--- src/dma_hs_pkg.sv ---
// Functional notes
// - software picks one of three card inputs as request, field bits 7:6
// - select 10 io16 line, 11 audio line, 01 input ack line, low
// - DMA write cycles: output-enable line carries low terminal count
// - DMA read cycles: write-enable line carries low terminal count
// - with io16 line selected, status bit 4 shows request level
// - audio line as request disables speaker output of that socket
// - DMA master enable bit 6 enables DMA and repurposes bus pins
// - system request high only while card request low and FIFO empty
// - system acknowledge low lets device run matching card DMA cycles
// - ordinary card cycles may interleave with DMA cycles
// - zero select field gives standard cycles, no redefinitions
// - card DMA width follows system bus DMA cycle width, 8 or 16
// - only one socket enabled for DMA at a time; other_sock_dma only blocks sys_drq and, with DMA enabled, sets status bit 3
package dma_hs_pkg;
    // register byte offsets
    localparam logic [7:0] OFF_EXT_CTRL  = 8'h00;
    localparam logic [7:0] OFF_IF_CTRL   = 8'h04;
    localparam logic [7:0] OFF_MISC1     = 8'h08;
    localparam logic [7:0] OFF_MISC2     = 8'h0C;
    localparam logic [7:0] OFF_IOWIN0    = 8'h10;
    localparam logic [7:0] OFF_IOWIN1    = 8'h14;
    localparam logic [7:0] OFF_STATUS    = 8'h18;
    // field positions
    localparam int REQ_SEL_HI    = 7;
    localparam int REQ_SEL_LO    = 6;
    localparam int IO_MODE_BIT   = 5;
    localparam int INACK_CTL_BIT = 7;
    localparam int DMA_EN_BIT    = 6;
    localparam int IOWIN_BIT     = 5;
    localparam int ST_DRQ_BIT    = 0;
    localparam int ST_DACK_BIT   = 1;
    localparam int ST_CYC_BIT    = 2;
    localparam int ST_CONF_BIT   = 3;
    localparam int ST_REQ_BIT    = 4;
    // reset values
    localparam logic [7:0] RST_REG = 8'h00;
    localparam logic [7:0] SYNC_RST = 8'hDF;
    // request-select codes
    localparam logic [1:0] SEL_NONE  = 2'h0;
    localparam logic [1:0] SEL_INPCK = 2'h1;
    localparam logic [1:0] SEL_IO16  = 2'h2;
    localparam logic [1:0] SEL_AUDIO = 2'h3;
    // bus response codes
    localparam logic [1:0] RESP_OKAY   = 2'h0;
    localparam logic [1:0] RESP_SLVERR = 2'h2;

    // card-side strobe bundle, all active low
    typedef struct packed {
        logic reg_n;
        logic oe_n;
        logic we_n;
        logic iord_n;
        logic iowr_n;
    } card_strb_t;

    localparam card_strb_t STRB_IDLE = 5'h1F;

    // card cycle state
    typedef enum logic [1:0] {
        CYC_STD  = 2'b00,
        CYC_DRD  = 2'b01,
        CYC_DWR  = 2'b10
    } cyc_t;
endpackage

--- src/dma_handshake.sv ---
`timescale 1ns/1ps
module dma_handshake
#(
    parameter int AW = 8
)
(
    // clock and reset
    input  wire logic                   aclk,
    input  wire logic                   aresetn,
    // register bus
    input  wire logic [AW-1:0]          s_axi_awaddr,
    input  wire logic                   s_axi_awvalid,
    output logic                        s_axi_awready,
    input  wire logic [31:0]            s_axi_wdata,
    input  wire logic [3:0]             s_axi_wstrb,
    input  wire logic                   s_axi_wvalid,
    output logic                        s_axi_wready,
    output logic [1:0]                  s_axi_bresp,
    output logic                        s_axi_bvalid,
    input  wire logic                   s_axi_bready,
    input  wire logic [AW-1:0]          s_axi_araddr,
    input  wire logic                   s_axi_arvalid,
    output logic                        s_axi_arready,
    output logic [31:0]                 s_axi_rdata,
    output logic [1:0]                  s_axi_rresp,
    output logic                        s_axi_rvalid,
    input  wire logic                   s_axi_rready,
    // system bus pins (asynchronous)
    input  wire logic                   dack_n,
    input  wire logic                   sys_tc,
    input  wire logic                   sys_iord_n,
    input  wire logic                   sys_iowr_n,
    input  wire logic                   sys_wide,
    output logic                        sys_drq,
    // card pins (asynchronous)
    input  wire logic                   sixteen_bit_io_indicator,
    input  wire logic                   audio_led_line,
    input  wire logic                   input_ack_line,
    // controller core, same clock
    input  wire dma_hs_pkg::card_strb_t std_strb,
    input  wire logic                   std_wide,
    input  wire logic                   fifo_empty,
    input  wire logic                   spkr_in,
    input  wire logic                   other_sock_dma,
    // card drive
    output dma_hs_pkg::card_strb_t      card_strb,
    output logic                        card_wide,
    output logic                        spkr_out,
    output logic                        inack_ctl_en
);
    import dma_hs_pkg::*;

    //--------------------------------------------------
    // helpers
    //--------------------------------------------------
    // one decoder shared by write and read paths
    function automatic logic hit(input logic [AW-1:0] a,
                                 input logic [7:0] off);
        hit = (a[7:0] == off);
    endfunction

    function automatic logic mapped(input logic [AW-1:0] a);
        mapped = hit(a, OFF_EXT_CTRL) || hit(a, OFF_IF_CTRL)
              || hit(a, OFF_MISC1)    || hit(a, OFF_MISC2)
              || hit(a, OFF_IOWIN0)   || hit(a, OFF_IOWIN1)
              || hit(a, OFF_STATUS);
    endfunction

    //--------------------------------------------------
    // pin synchronisers
    //--------------------------------------------------
    logic [7:0] s1_r;
    logic [7:0] s2_r;

    // first stage feeds only the second
    always_ff @(posedge aclk) begin
        if (!aresetn) begin
            s1_r <= SYNC_RST;
            s2_r <= SYNC_RST;
        end else begin
            s1_r <= {dack_n, sys_tc, sys_iord_n, sys_iowr_n,
                     sixteen_bit_io_indicator, audio_led_line,
                     input_ack_line, sys_wide};
            s2_r <= s1_r;
        end
    end

    logic dack_s_n;
    logic tc_s;
    logic iord_s_n;
    logic iowr_s_n;
    logic io16_s;
    logic audio_s;
    logic inpck_s;
    logic wide_s;
    assign {dack_s_n, tc_s, iord_s_n, iowr_s_n,
            io16_s, audio_s, inpck_s, wide_s} = s2_r;

    //--------------------------------------------------
    // registers
    //--------------------------------------------------
    logic [7:0] ext_ctrl_r;
    logic [7:0] if_ctrl_r;
    logic [7:0] misc1_r;
    logic [7:0] misc2_r;
    logic [7:0] iowin0_r;
    logic [7:0] iowin1_r;

    logic [1:0] req_sel;
    logic       dma_en;
    assign req_sel = ext_ctrl_r[REQ_SEL_HI:REQ_SEL_LO];
    assign dma_en  = misc2_r[DMA_EN_BIT];

    //--------------------------------------------------
    // write channel
    //--------------------------------------------------
    logic          aw_got_r;
    logic          w_got_r;
    logic [AW-1:0] awaddr_r;
    logic [7:0]    wdata_r;
    logic          wen_r;
    logic          wr_go;

    assign wr_go = aw_got_r && w_got_r && !s_axi_bvalid;

    // address and data taken in either order
    always_ff @(posedge aclk) begin
        if (!aresetn) begin
            aw_got_r      <= 1'b0;
            s_axi_awready <= 1'b0;
            awaddr_r      <= '0;
        end else if (s_axi_awvalid && s_axi_awready) begin
            aw_got_r      <= 1'b1;
            s_axi_awready <= 1'b0;
            awaddr_r      <= s_axi_awaddr;
        end else if (wr_go) begin
            aw_got_r      <= 1'b0;
        end else begin
            s_axi_awready <= !aw_got_r && !s_axi_bvalid;
        end
    end

    always_ff @(posedge aclk) begin
        if (!aresetn) begin
            w_got_r      <= 1'b0;
            s_axi_wready <= 1'b0;
            wdata_r      <= RST_REG;
            wen_r        <= 1'b0;
        end else if (s_axi_wvalid && s_axi_wready) begin
            w_got_r      <= 1'b1;
            s_axi_wready <= 1'b0;
            wdata_r      <= s_axi_wdata[7:0];
            wen_r        <= s_axi_wstrb[0]; // only lane 0 is stored
        end else if (wr_go) begin
            w_got_r      <= 1'b0;
        end else begin
            s_axi_wready <= !w_got_r && !s_axi_bvalid;
        end
    end

    // response one cycle after both halves are held
    always_ff @(posedge aclk) begin
        if (!aresetn) begin
            s_axi_bvalid <= 1'b0;
            s_axi_bresp  <= RESP_OKAY;
        end else if (wr_go) begin
            s_axi_bvalid <= 1'b1;
            s_axi_bresp  <= mapped(awaddr_r) ? RESP_OKAY : RESP_SLVERR;
        end else if (s_axi_bready) begin
            s_axi_bvalid <= 1'b0;
        end
    end

    // register stores; status is read only
    always_ff @(posedge aclk) begin
        if (!aresetn) begin
            ext_ctrl_r <= RST_REG;
            if_ctrl_r  <= RST_REG;
            misc1_r    <= RST_REG;
            misc2_r    <= RST_REG;
            iowin0_r   <= RST_REG;
            iowin1_r   <= RST_REG;
        end else if (wr_go && wen_r) begin
            if (hit(awaddr_r, OFF_EXT_CTRL)) begin
                ext_ctrl_r <= wdata_r;
            end else if (hit(awaddr_r, OFF_IF_CTRL)) begin
                if_ctrl_r  <= wdata_r;
            end else if (hit(awaddr_r, OFF_MISC1)) begin
                misc1_r    <= wdata_r;
            end else if (hit(awaddr_r, OFF_MISC2)) begin
                misc2_r    <= wdata_r;
            end else if (hit(awaddr_r, OFF_IOWIN0)) begin
                iowin0_r   <= wdata_r;
            end else if (hit(awaddr_r, OFF_IOWIN1)) begin
                iowin1_r   <= wdata_r;
            end
        end
    end

    //--------------------------------------------------
    // read channel
    //--------------------------------------------------
    logic [7:0] status;
    logic [7:0] rd_nxt;

    always_comb begin
        rd_nxt = RST_REG;
        if (hit(s_axi_araddr, OFF_EXT_CTRL)) begin
            rd_nxt = ext_ctrl_r;
        end else if (hit(s_axi_araddr, OFF_IF_CTRL)) begin
            rd_nxt = if_ctrl_r;
        end else if (hit(s_axi_araddr, OFF_MISC1)) begin
            rd_nxt = misc1_r;
        end else if (hit(s_axi_araddr, OFF_MISC2)) begin
            rd_nxt = misc2_r;
        end else if (hit(s_axi_araddr, OFF_IOWIN0)) begin
            rd_nxt = iowin0_r;
        end else if (hit(s_axi_araddr, OFF_IOWIN1)) begin
            rd_nxt = iowin1_r;
        end else if (hit(s_axi_araddr, OFF_STATUS)) begin
            rd_nxt = status;
        end
    end

    // arready is pulsed one cycle after arvalid, answer next cycle
    always_ff @(posedge aclk) begin
        if (!aresetn) begin
            s_axi_arready <= 1'b0;
            s_axi_rvalid  <= 1'b0;
            s_axi_rdata   <= '0;
            s_axi_rresp   <= RESP_OKAY;
        end else if (s_axi_rvalid) begin
            s_axi_arready <= 1'b0;
            if (s_axi_rready) begin
                s_axi_rvalid <= 1'b0;
            end
        end else if (s_axi_arvalid && s_axi_arready) begin
            s_axi_arready <= 1'b0;
            s_axi_rvalid  <= 1'b1;
            s_axi_rdata   <= {24'h000000, rd_nxt};
            s_axi_rresp   <= mapped(s_axi_araddr) ? RESP_OKAY
                                                  : RESP_SLVERR;
        end else begin
            s_axi_arready <= s_axi_arvalid;
        end
    end

    //--------------------------------------------------
    // request selection and system request
    //--------------------------------------------------
    logic card_req;
    cyc_t cyc_r;
    cyc_t cyc_nxt;

    // each nonzero select code picks an active-low card pin; zero gives no request
    always_comb begin
        case (req_sel)
            SEL_IO16:  card_req = !io16_s;
            SEL_AUDIO: card_req = !audio_s;
            SEL_INPCK: card_req = !inpck_s;
            default:   card_req = 1'b0;
        endcase
    end

    // the other socket holding the handshake blocks ours
    always_ff @(posedge aclk) begin
        if (!aresetn) begin
            sys_drq <= 1'b0;
        end else begin
            sys_drq <= dma_en && card_req && fifo_empty
                    && !other_sock_dma;
        end
    end

    assign status = {3'h0,
                     (req_sel == SEL_IO16) && card_req,
                     dma_en && other_sock_dma,
                     cyc_r != CYC_STD,
                     dma_en && !dack_s_n,
                     sys_drq};

    //--------------------------------------------------
    // card cycle steering
    //--------------------------------------------------
    logic dma_on;

    // no redefinition without a select code and the enable
    assign dma_on = dma_en && (req_sel != SEL_NONE)
                 && !dack_s_n;

    always_comb begin
        case (cyc_r)
            CYC_STD: begin
                if (dma_on && !iord_s_n) begin
                    cyc_nxt = CYC_DWR;
                end else if (dma_on && !iowr_s_n) begin
                    cyc_nxt = CYC_DRD;
                end else begin
                    cyc_nxt = CYC_STD;
                end
            end
            CYC_DWR: cyc_nxt = iord_s_n ? CYC_STD : CYC_DWR;
            CYC_DRD: cyc_nxt = iowr_s_n ? CYC_STD : CYC_DRD;
            default: cyc_nxt = CYC_STD;
        endcase
    end

    always_ff @(posedge aclk) begin
        if (!aresetn) begin
            cyc_r <= CYC_STD;
        end else begin
            cyc_r <= cyc_nxt;
        end
    end

    // standard strobes pass whenever no DMA cycle is open
    always_ff @(posedge aclk) begin
        if (!aresetn) begin
            card_strb <= STRB_IDLE;
            card_wide <= 1'b0;
        end else begin
            case (cyc_nxt)
                CYC_DWR: begin
                    card_strb.reg_n  <= 1'b1;
                    card_strb.oe_n   <= !tc_s;
                    card_strb.we_n   <= 1'b1;
                    card_strb.iord_n <= 1'b0;
                    card_strb.iowr_n <= 1'b1;
                    card_wide        <= wide_s;
                end
                CYC_DRD: begin
                    card_strb.reg_n  <= 1'b1;
                    card_strb.oe_n   <= 1'b1;
                    card_strb.we_n   <= !tc_s;
                    card_strb.iord_n <= 1'b1;
                    card_strb.iowr_n <= 1'b0;
                    card_wide        <= wide_s;
                end
                default: begin
                    card_strb <= std_strb;
                    card_wide <= std_wide;
                end
            endcase
        end
    end

    //--------------------------------------------------
    // pins lost to the request
    //--------------------------------------------------
    // speaker is muted rather than echoing the request
    always_ff @(posedge aclk) begin
        if (!aresetn) begin
            spkr_out      <= 1'b0;
            inack_ctl_en  <= 1'b0;
        end else begin
            spkr_out      <= spkr_in
                          && (req_sel != SEL_AUDIO);
            inack_ctl_en  <= misc1_r[INACK_CTL_BIT];
        end
    end

endmodule

--- config.mk ---
export PLATFORM = sky130hd
export DESIGN_NAME = dma_handshake
export DESIGN_NICKNAME = d
export VERILOG_FILES = /design/src/dma_hs_pkg.sv /design/src/dma_handshake.sv
export SDC_FILE = /design/constraint.sdc
export NUM_CORES = 1
export LEC_CHECK = 0
export BUFFER_PORTS_ARGS = -buffer_cell sky130_fd_sc_hd__clkbuf_2
export CELL_PAD_IN_SITES_DETAIL_PLACEMENT = 1
export CELL_PAD_IN_SITES_GLOBAL_PLACEMENT = 1
export CORE_MARGIN = 3
export CORE_UTILIZATION = 41
export DETAILED_ROUTE_END_ITERATION = 7
export PLACE_DENSITY = 0.9
export RECOVER_POWER = 100
export SYNTH_ARGS = -nofsm -noshare
export SYNTH_HDL_FRONTEND = slang
export SYNTH_SLANG_ARGS = --single-unit
--- constraint.sdc ---
create_clock -name aclk -period 4.35 [get_ports aclk]
set_input_delay 0.6525 -clock aclk [delete_from_list [all_inputs] [get_ports aclk]]
set_output_delay 0.6525 -clock aclk [all_outputs]
set_load 0.03 [all_outputs]
# [Word level (Yosys, flattened, before mapping)]
# Index checks and enable logic that the tools add are counted.
[word_totals] ff_bits=111 in_bits=76 out_inout_bits=50 wordCells=144
[classes] n_eq_ne=20 n_mux=25 n_bitwise=7 reduce_logical=61
[op_table] operator="equality test 8 x 5 -> 1 bit, second input constant" n=6
[op_table] operator="two-way mux 8 bit" n=6
[op_table] operator="equality test 8 x 4 -> 1 bit, second input constant" n=4
[op_table] operator="logical AND 1 bit" n=19
[op_table] operator="equality test 8 x 3 -> 1 bit, second input constant" n=2
[op_table] operator="logical NOT 8 bit" n=2
[op_table] operator="logical OR 1 bit" n=12
[op_table] operator="logical NOT 1 bit" n=11
[op_table] operator="two-way mux 1 bit" n=11
[op_table] operator="one-hot mux 5 bit (2 select lines)" n=1
[op_table] operator="nonzero test 2 bit" n=5
[op_table] operator="equality test 2 bit, second input constant" n=4
[op_table] operator="two-way mux 2 bit" n=4
[op_table] operator="inverter 1 bit" n=7
[op_table] operator="AND reduction 7 bit" n=1
[op_table] operator="equality test 2 x 1 -> 1 bit, second input constant" n=3
[op_table] operator="one-hot mux 2 bit (3 select lines)" n=1
[op_table] operator="AND reduction 6 bit" n=1
[op_table] operator="OR reduction 2 bit" n=3
[op_table] operator="two-way mux 5 bit" n=1
[op_table] operator="AND reduction 5 bit" n=1
[op_table] operator="AND reduction 2 bit" n=2
[op_table] operator="AND reduction 4 bit" n=1
[op_table] operator="one-hot mux 1 bit (3 select lines)" n=1
[op_table] operator="4 further kinds" n=4

# [Longest topological paths before layout]
[logic_depth] depth_word=10 ltp_mapped=8 ltp_nobuf=7

# [Worst setup path before layout]
# OpenSTA, ideal clock, no wires.
[synth_timing] path_type="flip-flop to flip-flop" startpoint="reg misc2_r[6]" endpoint="reg card_strb[0] in the netlist's numbering" arrival_time_ps=1690 required_ps=4223 setup_slack_ps=2533 path_stages_with_launch=9 path_cell_list="dfxtp_1 nor2b_1 a31oi_1 nor3_1 inv_1 ha_1 clkbuf_1 mux2i_1 nand2_1"
[synth_between] elab_chain_len=8 word_cells_on_any_way=10 cone_classes="2 x eq/ne; 4 x mux; 4 x reduce/logical"
[synth_lines] element="start: declaration" line_no="dma_handshake.sv:105" source="logic [7:0] misc2_r;"
[synth_lines] element="start signal: assignment" line_no="dma_handshake.sv:191" source="misc2_r <= wdata_r;"
[synth_lines] element="logical AND 1 bit *" line_no="dma_handshake.sv:288" source="assign dma_on = dma_en && (req_sel != SEL_NONE)"
[synth_lines] element="logical AND 1 bit *" line_no="dma_handshake.sv:289" source="&& !dack_s_n;"
[synth_lines] element="logical AND 1 bit" line_no="dma_handshake.sv:296" source="end else if (dma_on && !iowr_s_n) begin"
[synth_lines] element="two-way mux 1 bit" line_no="dma_handshake.sv:296"
[synth_lines] element="two-way mux 2 bit *" line_no="dma_handshake.sv:294" source="if (dma_on && !iord_s_n) begin"
[synth_lines] element="one-hot mux 2 bit (3 select lines) *" line_no="dma_handshake.sv:292" source="case (cyc_r)"
[synth_lines] element="via cyc_nxt[0]" line_no="dma_handshake.sv:253" source="cyc_t cyc_nxt;"
[synth_lines] element="equality test 2 x 1 -> 1 bit / equality test 2 bit (equally long branches)" line_no="dma_handshake.sv:322" source="case (cyc_nxt)"
[synth_lines] element="one-hot mux 5 bit (2 select lines) *" line_no="dma_handshake.sv:322"
[synth_lines] element="end signal: assignment" line_no="dma_handshake.sv:340" source="card_strb <= std_strb;"
[synth_lines] element="end: declaration" line_no="dma_handshake.sv:46" source="output dma_hs_pkg::card_strb_t card_strb,"
# Mark *: on every way through the listed nets, which the timed path passes. The rest lies on a longest branch.
# A chain may end at the register's enable or synchronous reset.

# [Worst setup path after layout]
[layout_timing] startpoint="reg misc2_r[6]" endpoint="reg card_strb[3] in the netlist's numbering"
# Same word-level chain as after synthesis.

==> results.py <==
metrics = {
    "status": {
        "status": "completed",
    },
    "timing": {
        "min_period_ns": 2.28,
        "clock_skew_ns": 0.0156,
        "max_freq_ghz": 0.440,
        "slew_violations": 0,
        "rsz0062_at_grt": "false",
        "max_slew_margin": 0.432,
        "setup_ws_ns": 2.07,
        "hold_violations": 0,
        "fin_crit_sh": 0.523,
        "finalSetupTns_ns": 0,
        "tightest_slew_ns": 0.847,
        "setup_violations": 0,
    },
    "power_and_ir_drop": {
        "power.share.sequential": 0.575,
        "swShare": 0.270,
        "p_comb_frac": 0.089,
        "p_leak_nw": 1.84,
        "clkPwrFrac": 0.335,
        "irDropWorstVdd_v": 0.000150,
        "internal_power_mw": 1.32,
        "powerDensity_nw_per_um2": 369,
        "p_switching_mw": 0.486,
    },
    "critical_path": {
        "endpoint_kind": "flip-flop",
        "crit_type": "reg2reg",
        "slowest_stage": "ha_1",
        "crit_arrival_ns": 2.49,
        "crit_path_start_kind": "flip-flop",
        "crit_chain": "nor2b_1, a31oi_1, nor3_1, inv_1, ha_1, a211oi_1, o21ai_0",
        "slowest_delay_ns": 0.43,
        "worstPathRequired_ns": 4.57,
        "crit_fanout": 8,
    },
    "grt": {
        "grt_max_degree": 84,
        "track_usage": 0.179,
        "antenna_found_initial": 0,
        "grt_pass1_wl_um": 17000,
        "first_global_vias": 3507,
        "overflow": 0,
    },
    "placed_design": {
        "dpl.hpwl_um": 7630,
        "place_area_um2": 4750,
        "gp_congestion": 0.763,
        "port_buffers": 72,
        "pre_cts_ws_ns": 1.94,
    },
    "floorplan": {
        "io_pins": 126,
        "placementRows": 37,
        "start_util": 0.425,
        "die_y_um": 110,
        "die_area_um2": 12100,
        "coreArea_um2": 10500,
        "dieWidth_um": 110,
    },
    "final_layout": {
        "fill_cells": 1277,
        "multiInputGateArea_um2": 1970,
        "final_common_cell": "dfxtp_1",
        "drive_gt1_frac": 0.149,
        "fin_util": 0.467,
        "post-route-cell-area_um2": 4890,
        "antenna_cells": 0,
        "seq_area_um2": 2180,
        "area_growth_syn_to_layout_pct": 9.81,
        "final_cell_mix": "dfxtp_1, o21ai_0, nand2_1",
        "layout.nets": 622,
    },
    "clocking": {
        "cts_resized": 0,
        "post-cts-setup-buffers": 0,
        "cts_hold_buf": 0,
        "numClockSinks": 109,
        "cts_tree": "done",
        "cts_root_buffer": "clkbuf_8",
        "worstSkewPairLatency_ns": 0.37,
        "path_clk_slew_ns": 0.11,
        "htree_levels": 3,
        "numCtsBuffers": 9,
        "clk_path_buf_depth": 2,
    },
    "yosys": {
        "synthArstFlopShare": 0,
        "yosys_most_used_dff": "dfxtp_1",
        "synthesis.area_um2": 4450,
        "synth-seq-area-share": 0.490,
        "synthDistinctLibCells": 54,
        "synth-edff-count": 0,
        "synth_top_area_cell": "dfxtp_1",
        "ys_top_cells_by_area": "dfxtp_1, nand3_1, o21ai_0, buf_4, nand2_1",
        "syn_avg_cell_area_um2": 9.10,
        "synth_warnings": 0,
        "syn_inst": 489,
        "yosysTopAreaCellShare": 0.490,
        "ys_ff_latch": 109,
    },
    "route": {
        "ant_nets": 0,
        "first_iter_violations": 178,
        "vias": 3583,
        "drt_wl_total_um": 10900,
        "first_pass_iters": 4,
        "via_per_inst": 5.23,
        "drcViolationCount": 0,
        "wl_per_cell_um": 15.9,
    },
    "run": {
        "cap_violations": 0,
    },
    "min_path": {
        "hp-class": "reg2reg",
    },
}
==> worst paths after layout <==
check | start | endpoint | slack (ns) | cells after the start
setup / recovery | misc2_r[6]$_SDFFE_PN0P_ | card_strb[3]$_SDFF_PN1_ | 2.07 | 7
hold / removal | s1_r[3]$_SDFF_PN1_ | s2_r[3]$_SDFF_PN1_ | 0.42 | 1
setup reg to reg | misc2_r[6]$_SDFFE_PN0P_ | card_strb[3]$_SDFF_PN1_ | 2.07 | 7
hold reg to reg | s1_r[3]$_SDFF_PN1_ | s2_r[3]$_SDFF_PN1_ | 0.42 | 1
==> cell usage after synthesis (5+ instances only) <==
master,n
o21ai_1,12
o21ai_0,49
nor2_1,10
a21oi_1,26
nand2_1,58
nand3_1,50
buf_2,8
clkbuf_1,11
nor2b_1,9
nand2b_1,18
mux2_2,6
buf_4,30
and2_1,6
o31ai_1,6
mux2i_1,10
a211oi_1,5
inv_1,9
dfxtp_1,109
nor3_1,5
==> power by group through the flow <==
stage | Combinational [mW] | Sequential [mW] | Clock [mW]
final | 0.161 | 1.04 | 0.604
after global routing | 0.177 | 1.04 | 0.656
after CTS | 0.165 | 1.04 | 0.613
after detailed placement | 0.164 | 1.06 | 0
after global placement | 0.159 | 1.06 | 0
after floorplan | 0.124 | 1.07 | 0
==> final cells by class <==
class | count | area share
tap | 136 | 0.0348
clock buffer | 11 | 0.0310
timing repair buffer | 73 | 0.0689
clock inverter | 5 | 0.00870
multi-input combinational | 341 | 0.403
inverter | 10 | 0.00768
sequential | 109 | 0.446
==> per-layer routing <==
layer,vias up,track usage,wire length [um]
met5,-,0,0
met4,0,0.0721,183
met3,15,0.0373,501
met2,86,0.295,5210
met1,1710,0.228,4980
li1,1772,-,-
==> logic make-up (layout without fill, tap and decap cells) <==
| kind of cell | after synthesis | after routing | synth area share |
|---|---|---|---|
| AO/OA/AOI/OAI | 112 | 112 | 0.143 |
| adder cells (fa/ha/maj) | 2 | 2 | 0.00562 |
| multiplexers | 19 | 19 | 0.0528 |
| flip-flops | 109 | 109 | 0.490 |
| other | 1 | 26 | 0.000842 |
| AND/OR/NAND/NOR | 182 | 182 | 0.225 |
| buffers and inverters | 64 | 99 | 0.0832 |
==> metrics by stage <==
| stage | total power, mW | instances | hold slack (ns) |
|---|---|---|---|
| floorplan | 1.19 | 514 | 0.386 |
| global placement | 1.22 | 669 | 0.390 |
| detailed placement | 1.22 | 669 | 0.397 |
| CTS | 1.81 | 685 | 0.422 |
| global route | 1.87 | 685 | 0.435 |
| finish | 1.80 | 685 | 0.419 |
==> critical path: cells and delay by family, from the launching register on <==
kind	cells	cell delay [ns]
simple gates	2	0.66
compound gates	3	0.54
flops	1	0.41
fa+ha+maj	1	0.43
buf+inv	1	0.08
Note: power is estimated with default switching activity, not from simulation.
